$ cat src/osc_pkg.sv
package osc_pkg;

    localparam int              ADDR_W          = 9;
    localparam int              DATA_W          = 8;
    localparam int              NUM_DCLK        = 7;

    localparam logic [8:0]      ADDR_PULSE_CNT  = 9'h13E;
    localparam logic [8:0]      ADDR_STEP_CNT   = 9'h142;
    localparam logic [8:0]      ADDR_SYNC_CTRL  = 9'h143;
    localparam logic [8:0]      ADDR_EXCL_MASK  = 9'h144;

    localparam logic [7:0]      SYNC_CTRL_RST   = 8'h01;
    localparam logic [7:0]      EXCL_MASK_RST   = 8'h00;
    localparam logic [7:0]      STEP_CNT_RST    = 8'h00;

    localparam int              BIT_REF_CLEAR   = 7;
    localparam int              BIT_EDGE_SEL    = 6;
    localparam int              BIT_INVERT      = 5;
    localparam int              BIT_SYNC_EN     = 4;
    localparam int              BIT_HOLD_LOOP2  = 3;
    localparam int              BIT_HOLD_LOOP1  = 2;
    localparam int              MODE_MSB        = 1;
    localparam int              MODE_LSB        = 0;
    localparam int              BIT_REF_EXCL    = 7;

    typedef enum logic [1:0] {
        OSC_MODE_OFF      = 2'b00,
        OSC_MODE_DIRECT   = 2'b01,
        OSC_MODE_PULSE_IN = 2'b10,
        OSC_MODE_PULSE_SW = 2'b11
    } osc_mode_e;

    // Least hold time of an edge-triggered event, rounded up to whole cycles.
    localparam int              CLK_PERIOD_NS   = 20;
    localparam int              ONESHOT_NS      = 100;
    localparam int              ONESHOT_CYCLES  = (ONESHOT_NS + CLK_PERIOD_NS - 1) / CLK_PERIOD_NS;
    localparam int              ONESHOT_W       = 4;
    localparam logic [3:0]      ONESHOT_LOAD    = 4'(ONESHOT_CYCLES - 1);
    localparam logic [3:0]      ONESHOT_ZERO    = 4'h0;
    localparam logic [3:0]      ONESHOT_ONE     = 4'h1;

endpackage : osc_pkg

$ cat src/osc_sync_event_control.sv
// How it works
// - Level mode holds outputs while input asserted.
// - Edge mode syncs on rise, fixed minimum hold.
// - Invert bit flips the sensed pin level.
// - Enable bit low blocks sync and pulser triggers; step writes in source three still start the dyn delay.
// - Loop2 hold keeps sync until loop2 locks.
// - Loop1 hold keeps sync until loop1 locks.
// - Source zero blocks pin and lock holds.
// - Source one: pin or lock holds sync directly.
// - Source two: pin or holds trigger pulser.
// - Source three: pulse count write triggers pulser.
// - Reference exclusion leaves reference clocks running.
// - Per-pair exclusion bits keep device clocks running.
// - Reference power-down blocks reference and sync.
`timescale 1ns/10ps
module osc_sync_event_control
(
    input  wire logic                               ref_clk,
    input  wire logic                               resetn,
    input  wire logic [osc_pkg::ADDR_W-1:0]         reg_addr,
    input  wire logic                               reg_wr_en,
    input  wire logic                               reg_rd_en,
    input  wire logic [osc_pkg::DATA_W-1:0]         reg_wdata,
    output logic      [osc_pkg::DATA_W-1:0]         reg_rdata,
    input  wire logic                               sync_pin,
    input  wire logic                               loop1_digital_lock_detect,
    input  wire logic                               loop2_digital_lock_detect,
    input  wire logic                               ref_path_powerdown,
    output logic                                    ref_pulse_path_clear,
    output logic                                    sync_active,
    output logic      [osc_pkg::NUM_DCLK-1:0]       dclk_align_hold,
    output logic                                    ref_align_hold,
    output logic                                    pulser_trigger,
    output logic                                    dyn_delay_start,
    output logic      [osc_pkg::DATA_W-1:0]         dyn_delay_step_count
);

    ////////////////////////////////////////////////////////////////////////////////////
    logic [7:0]                 sync_event_control_reg;
    logic [7:0]                 sync_output_exclusion_mask_reg;
    logic [7:0]                 step_count_reg;
    logic [7:0]                 rdata_reg;
    logic                       sync_meta_reg;
    logic                       sync_sync_reg;
    logic                       pin_prev_reg;
    logic                       source_prev_reg;
    logic [osc_pkg::ONESHOT_W-1:0] oneshot_cnt_reg;
    logic                       active_reg;
    logic [6:0]                 dclk_hold_reg;
    logic                       ref_hold_reg;
    logic                       trigger_reg;
    logic                       dyn_start_reg;

    logic                       edge_trigger_select;
    logic                       align_input_invert;
    logic                       sync_enable;
    logic                       hold_until_loop2_lock;
    logic                       hold_until_loop1_lock;
    osc_pkg::osc_mode_e         event_source;
    logic                       functional;
    logic                       pin_level;
    logic                       pin_rise;
    logic                       pin_term;
    logic                       loop1_hold;
    logic                       loop2_hold;
    logic                       source_assert;
    logic                       source_rise;
    logic                       pulse_cnt_write;
    logic                       active_next;
    logic                       trigger_next;

    assign edge_trigger_select   = sync_event_control_reg[osc_pkg::BIT_EDGE_SEL];
    assign align_input_invert    = sync_event_control_reg[osc_pkg::BIT_INVERT];
    assign sync_enable           = sync_event_control_reg[osc_pkg::BIT_SYNC_EN];
    assign hold_until_loop2_lock = sync_event_control_reg[osc_pkg::BIT_HOLD_LOOP2];
    assign hold_until_loop1_lock = sync_event_control_reg[osc_pkg::BIT_HOLD_LOOP1];
    assign event_source          = osc_pkg::osc_mode_e'(
                                   sync_event_control_reg[osc_pkg::MODE_MSB:osc_pkg::MODE_LSB]);
    assign pulse_cnt_write       = reg_wr_en && (reg_addr == osc_pkg::ADDR_PULSE_CNT);

    ////////////////////////////////////////////////////////////////////////////////////
    // Register file. Writes land one edge after the strobe; reads answer one edge later.
    always_ff @(posedge ref_clk)
    begin
        if (!resetn)
        begin
            sync_event_control_reg         <= osc_pkg::SYNC_CTRL_RST;
            sync_output_exclusion_mask_reg <= osc_pkg::EXCL_MASK_RST;
            step_count_reg                 <= osc_pkg::STEP_CNT_RST;
        end
        else if (reg_wr_en)
        begin
            if (reg_addr == osc_pkg::ADDR_SYNC_CTRL)
                sync_event_control_reg <= reg_wdata;
            if (reg_addr == osc_pkg::ADDR_EXCL_MASK)
                sync_output_exclusion_mask_reg <= reg_wdata;
            if (reg_addr == osc_pkg::ADDR_STEP_CNT)
                step_count_reg <= reg_wdata;
        end
    end

    always_ff @(posedge ref_clk)
    begin
        if (!resetn)
            rdata_reg <= 8'h00;
        else if (reg_rd_en)
        begin
            unique case (reg_addr)
                osc_pkg::ADDR_SYNC_CTRL: rdata_reg <= sync_event_control_reg;
                osc_pkg::ADDR_EXCL_MASK: rdata_reg <= sync_output_exclusion_mask_reg;
                osc_pkg::ADDR_STEP_CNT:  rdata_reg <= step_count_reg;
                default:                 rdata_reg <= 8'h00;
            endcase
        end
    end

    ////////////////////////////////////////////////////////////////////////////////////
    // Two-flop pin synchroniser
    always_ff @(posedge ref_clk)
    begin
        if (!resetn)
        begin
            sync_meta_reg <= 1'b0;
            sync_sync_reg <= 1'b0;
        end
        else
        begin
            sync_meta_reg <= sync_pin;
            sync_sync_reg <= sync_meta_reg;
        end
    end

    assign pin_level = sync_sync_reg ^ align_input_invert;
    assign pin_rise  = pin_level && !pin_prev_reg;

    always_ff @(posedge ref_clk)
    begin
        if (!resetn)
        begin
            pin_prev_reg    <= 1'b0;
            oneshot_cnt_reg <= osc_pkg::ONESHOT_ZERO;
        end
        else
        begin
            pin_prev_reg <= pin_level;
            if (pin_rise && edge_trigger_select)
                oneshot_cnt_reg <= osc_pkg::ONESHOT_LOAD;
            else if (oneshot_cnt_reg != osc_pkg::ONESHOT_ZERO)
                oneshot_cnt_reg <= oneshot_cnt_reg - osc_pkg::ONESHOT_ONE;
        end
    end

    assign pin_term = edge_trigger_select ?
                      (pin_rise || (oneshot_cnt_reg != osc_pkg::ONESHOT_ZERO)) : pin_level;

    assign loop2_hold = hold_until_loop2_lock && !loop2_digital_lock_detect;
    assign loop1_hold = hold_until_loop1_lock && !loop1_digital_lock_detect;

    assign source_assert = pin_term || loop1_hold || loop2_hold;
    assign source_rise   = source_assert && !source_prev_reg;

    assign functional = sync_enable && !ref_path_powerdown;

    ////////////////////////////////////////////////////////////////////////////////////
    // Event source selection. Pulser modes never freeze outputs here; the pulser does it.
    always_comb
    begin
        active_next  = 1'b0;
        trigger_next = 1'b0;
        unique case (event_source)
            osc_pkg::OSC_MODE_OFF:
            begin
                active_next  = 1'b0;
                trigger_next = 1'b0;
            end
            osc_pkg::OSC_MODE_DIRECT:
                active_next = functional && source_assert;
            osc_pkg::OSC_MODE_PULSE_IN:
                trigger_next = functional && source_rise;
            osc_pkg::OSC_MODE_PULSE_SW:
                trigger_next = functional && pulse_cnt_write;
        endcase
    end

    always_ff @(posedge ref_clk)
    begin
        if (!resetn)
        begin
            source_prev_reg <= 1'b0;
            active_reg      <= 1'b0;
            trigger_reg     <= 1'b0;
        end
        else
        begin
            source_prev_reg <= source_assert;
            active_reg      <= active_next;
            trigger_reg     <= trigger_next;
        end
    end

    // Exclusion masks are applied at the same edge so a masked output never glitches.
    always_ff @(posedge ref_clk)
    begin
        if (!resetn)
        begin
            dclk_hold_reg <= 7'h00;
            ref_hold_reg  <= 1'b0;
        end
        else
        begin
            dclk_hold_reg <= {osc_pkg::NUM_DCLK{active_next}}
                             & ~sync_output_exclusion_mask_reg[osc_pkg::NUM_DCLK-1:0];
            ref_hold_reg  <= active_next
                             && !sync_output_exclusion_mask_reg[osc_pkg::BIT_REF_EXCL];
        end
    end

    // Step write honoured only in source three
    always_ff @(posedge ref_clk)
    begin
        if (!resetn)
            dyn_start_reg <= 1'b0;
        else
            dyn_start_reg <= reg_wr_en && (reg_addr == osc_pkg::ADDR_STEP_CNT)
                             && (event_source == osc_pkg::OSC_MODE_PULSE_SW);
    end

    ////////////////////////////////////////////////////////////////////////////////////
    assign reg_rdata            = rdata_reg;
    assign ref_pulse_path_clear = sync_event_control_reg[osc_pkg::BIT_REF_CLEAR];
    assign sync_active          = active_reg;
    assign dclk_align_hold      = dclk_hold_reg;
    assign ref_align_hold       = ref_hold_reg;
    assign pulser_trigger       = trigger_reg;
    assign dyn_delay_start      = dyn_start_reg;
    assign dyn_delay_step_count = step_count_reg;
endmodule : osc_sync_event_control

$ cat config.mk
export PLATFORM = sky130hd
export DESIGN_NAME = osc_sync_event_control
export DESIGN_NICKNAME = d
export VERILOG_FILES = /design/src/osc_pkg.sv /design/src/osc_sync_event_control.sv
export SDC_FILE = /design/constraint.sdc
export NUM_CORES = 1
export LEC_CHECK = 0
export BUFFER_PORTS_ARGS = -buffer_cell sky130_fd_sc_hd__buf_2
export CORE_AREA = 2 2 76 56
export CTS_BUF_LIST = sky130_fd_sc_hd__clkbuf_2
export DETAILED_ROUTE_END_ITERATION = 8
export DIE_AREA = 0 0 78 58
export HOLD_SLACK_MARGIN = 0.03
export PLACE_DENSITY_LB_ADDON = 0.2
export SLEW_MARGIN = 20
export SYNTH_ARGS = -nofsm -noshare
export SYNTH_HDL_FRONTEND = slang
export SYNTH_SLANG_ARGS = --single-unit
$ cat constraint.sdc
create_clock -name ref_clk -period 2.17 [get_ports ref_clk]
set_clock_uncertainty 0.05 [all_clocks]
set_input_delay 0.1085 -clock ref_clk [delete_from_list [all_inputs] [get_ports ref_clk]]
set_output_delay 0.1085 -clock ref_clk [all_outputs]
set_load 0.02 [all_outputs]
==> metrics list <==
* Run status: finished, final reports clean
* Top post-synthesis cells by count: dfxtp_1, nand2_1, nand3_1, o21ai_0, nor2_1
- Among the stages of the critical path, the cell type that occurs most often is dlygate4sd3_1.
- The count of endpoints failing hold in the final timing report is 0.
- Number of nets with antenna violations after routing: 0
- CTS Root Buffer Type: clkbuf_2
- Averaged over all synthesized cells, the footprint is 9.37 µm².
* Internal Dissipation: 1290 µW
* Quantity of I/O buffers inserted on ports: 52
- The die covers 4520 µm².
* Weighted congestion at the end of routability-driven global placement: 0.713
* Total wire length after detailed routing: 4820 µm
- Largest stage delay, worst path: 0.60 ns
- Net switching fraction of the power: 25.2%
* Number of flops mapped to enable cells by yosys: 0
- For the finished layout, the period the worst path requires is 2.05 ns.
- Die outline width: 78 µm
- The synthesized netlist devotes 0.624% of its cell area to adder and majority cells.
- Period utilisation layout: 94.5%
* Minimum setup slack after placement: 0.189 ns
* Peak clock frequency supported by timing: 487 MHz
- The largest individual stage delay along the critical path comes from the cell dlygate4sd3_1.
- Bufs on Longest Clock Path: 2
* TritonCTS clock tree: done
- Maximum resistive drop on vdd: 0.000528 V
* Compound-cell area share of the yosys netlist: 16.8%
- After filler insertion, the fill cell instance count of the layout stands at 344.
* Layout cells sized above 1: 27.9%
- DRT Pass-1 Iters: 4
- CP Class: input pin to flip-flop
- Total GRT Usage: 21.8%
- The initial antenna violation count was 0.
- On the critical path the largest part of the delay comes from buffers and inverters.
- Max-Cap Viols: 0
* Primary FF master, synth: dfxtp_1
- Clock-pin slew was measured on the worst setup and hold paths at 0.24 ns.
* H-tree Lvls: 2
- After detailed routing, the number of vias per cell comes to 5.27.
- Setup TNS: 0 ns
- After detailed routing, the average wire length per cell comes to 14.2 µm.
- The detailed router finished its first iteration with 98 violations.
- Buffers inserted during clock tree synthesis total 5.
- Counting both buffers and inverters, the worst setup path holds a total of 3.
* Number of global-route vias before repair: 1666
* PD cells: 669 nW/µm²
- Distinct cell type count after synthesis: 40
* Required time reported for the critical path endpoint: 2.50 ns
* CP startpoint kind: input pin
- Most frequent cell after synthesis: dfxtp_1
* Core area: 3800 µm²
- Final-stage net count: 312
- Arrival time at the worst endpoint: 2.38 ns
* Maximum number of pins on one net before global-route repair: 41
- Die Ht: 58 µm
- Number of max-slew violations in the final report: 0
- Most area-hungry cell type in the Yosys netlist: dfxtp_1
- Syn nets: 240
- During synthesis, Yosys emitted a total of 0 warnings.
- Leading cell types by total area after synthesis: dfxtp_1, nand3_1, nand2_1
- Kind of path behind the tightest hold check: input pin to flip-flop
* Layout Area Growth over Synthesis: 28.8%
- 53 I/O pins were placed.
* Final setup violating endpoints: 0
- Hpwl dp: 3240 µm
- Counting every sink on the clock net gives 51.
* Top-area cell type share of the netlist area: 50.9%
- The analysis attributes to cell leakage a power of 0.00119 µW.
- Portion of netlist area occupied by mux cells: 4.56%
- Cell count after synthesis: 214
- Of the total synthesized cell area, the portion taken by AND, OR, NAND and NOR gates is 22.7%.
* Power share of the combinational group: 15.0%
- Traced cell by cell, the critical path runs through dlygate4sd3_1 > buf_2 > nor4_4 > dlygate4sd3_1 > nand2_1 > or3_4 > o21ai_1.
- 0 antenna diodes ended up in the layout.
- In this run the power spent charging and discharging nets is 434 µW.
- Global route overflow: 0
- Across all layers, the routed design uses 1786 vias.
- Part of the power in the clock network: 27.5%
* Clock latency reported for the late side of the worst-skew pair: 0.43 ns
- Post-route DRC violation count: 0
* Row cnt: 19
- Reg power frac: 57.6%
- Parity-gate share of the synthesized area counting xor and xnor cells: 0.874%
- Max_slew headroom: 66.3%
- In this run the worst path has a maximum fanout of 8.
- The synthesized design contains 51 register bits.
- Register area share after synthesis: 50.9%
- Across all setup checks in the final design, the least slack found is 0.119 ns.
* Pin slew with the least headroom to its limit: 0.500 ns
- The first global-routing pass estimated 7620 µm of wire.
* Post-Synthesis Cell Area: 2000 µm²
- After synthesis, the largest family of logic cells by area is simple AND/OR/NAND/NOR gates.
* Unrepaired setup endpoints after global routing: false
- Type of element capturing the critical path: flip-flop
- After synthesis, the share of flip-flops with an asynchronous set or reset is 0%.
* Initial cell density of the core: 52.7%
==> cells in the final DEF (no fill, tap or decap), types with 7 or more instances in the layout <==
cell,Yosys,layout
buf_4,0,7
dfxtp_1,51,49
mux2i_1,8,8
nor2_1,12,12
nor2b_1,10,10
a2bb2oi_1,8,8
nand2_1,24,24
buf_2,3,52
dlygate4sd3_1,0,16
a22oi_1,8,8
o21ai_0,16,16
nand3_1,19,19
==> per-stage QoR <==
step                      instance area [µm²]  util, %  total power (µW)  cells  hold WS (ns)
after floorplan                          2000        -              1180    214         0.184
final                                    2580     67.9              1730    339        0.0619
after global placement                   2320     61.1              1240    313         0.266
after global routing                     2580     67.9              1810    339        0.0566
after detailed placement                 2320     61.1              1250    313         0.270
after CTS                                2560     67.2              1740    338        0.0337
==> layer usage <==
| layer | global-route usage [%] | up-vias | part of all wire [%] |
|---|---|---|---|
| li1 | - | 897 | - |
| met5 | 0 | - | 0 |
| met3 | 4.83 | 14 | 6.7 |
| met4 | 8.02 | 0 | 2.1 |
| met2 | 36.3 | 66 | 44 |
| met1 | 28.3 | 809 | 47 |
==> area by class of cell <==
type,instances,area [µm²],share of cell area (%)
multi-input combinational,147,923,35.8
tap,52,65.1,2.52
clock buffer,5,25.0,0.969
timing repair buffer,76,485,18.8
sequential,51,1030,39.7
clock inverter,3,38.8,1.50
inverter,5,18.8,0.727
==> worst register-to-register path: cells and delay by family, from the launching register on <==
kind	cells	cell delay [ns]
DFF	1	0.38
adders and majority gates	1	0.19
AOI/OAI and AO/OA	2	0.72
and+or+nand+nor	2	0.50
buffers and inverters	1	0.06
==> power groups by stage <==
stage | registers [µW] | logic [µW] | clock network [µW]
floorplan | 1010 | 173 | 0
detailed placement | 1010 | 236 | 0
CTS | 995 | 257 | 488
finish | 994 | 259 | 474
global route | 1000 | 290 | 519
global placement | 1010 | 231 | 0
==> worst paths after layout <==
path                                                                     start                            end  slack (ns)  depth (start not counted)
worst max register to register                 oneshot_cnt_reg[0]$_SDFFE_PP0P_  dclk_align_hold[6]$_SDFF_PN0_        0.17                          6
worst max-delay path                                               reg_addr[4]      reg_rdata[5]$_SDFFE_PN0P_        0.12                          7
worst min-delay path                                                 reg_wr_en     dyn_delay_start$_SDFF_PN0_        0.06                          4
worst min register to register  sync_output_exclusion_mask_reg[3]$_SDFFE_PN0P_  dclk_align_hold[3]$_SDFF_PN0_        0.41                          1
==> repair_timing <==
item                                    in CTS  in global routing
setup buffers                                0                  1
resized for setup                            0                  6
endpoints found under the setup margin       0                  7
hold endpoints to repair                    35                  0
hold buffers                                17                  0
==> cells by family after synthesis <==
| family | Yosys count |
|---|---|
| simple gates | 85 |
| fa+ha+maj | 1 |
| xor+xnor | 2 |
| mux | 9 |
| buf+inv | 16 |
| flops | 51 |
| compound gates | 50 |
No activity file was read; power rests on OpenSTA's default activity.
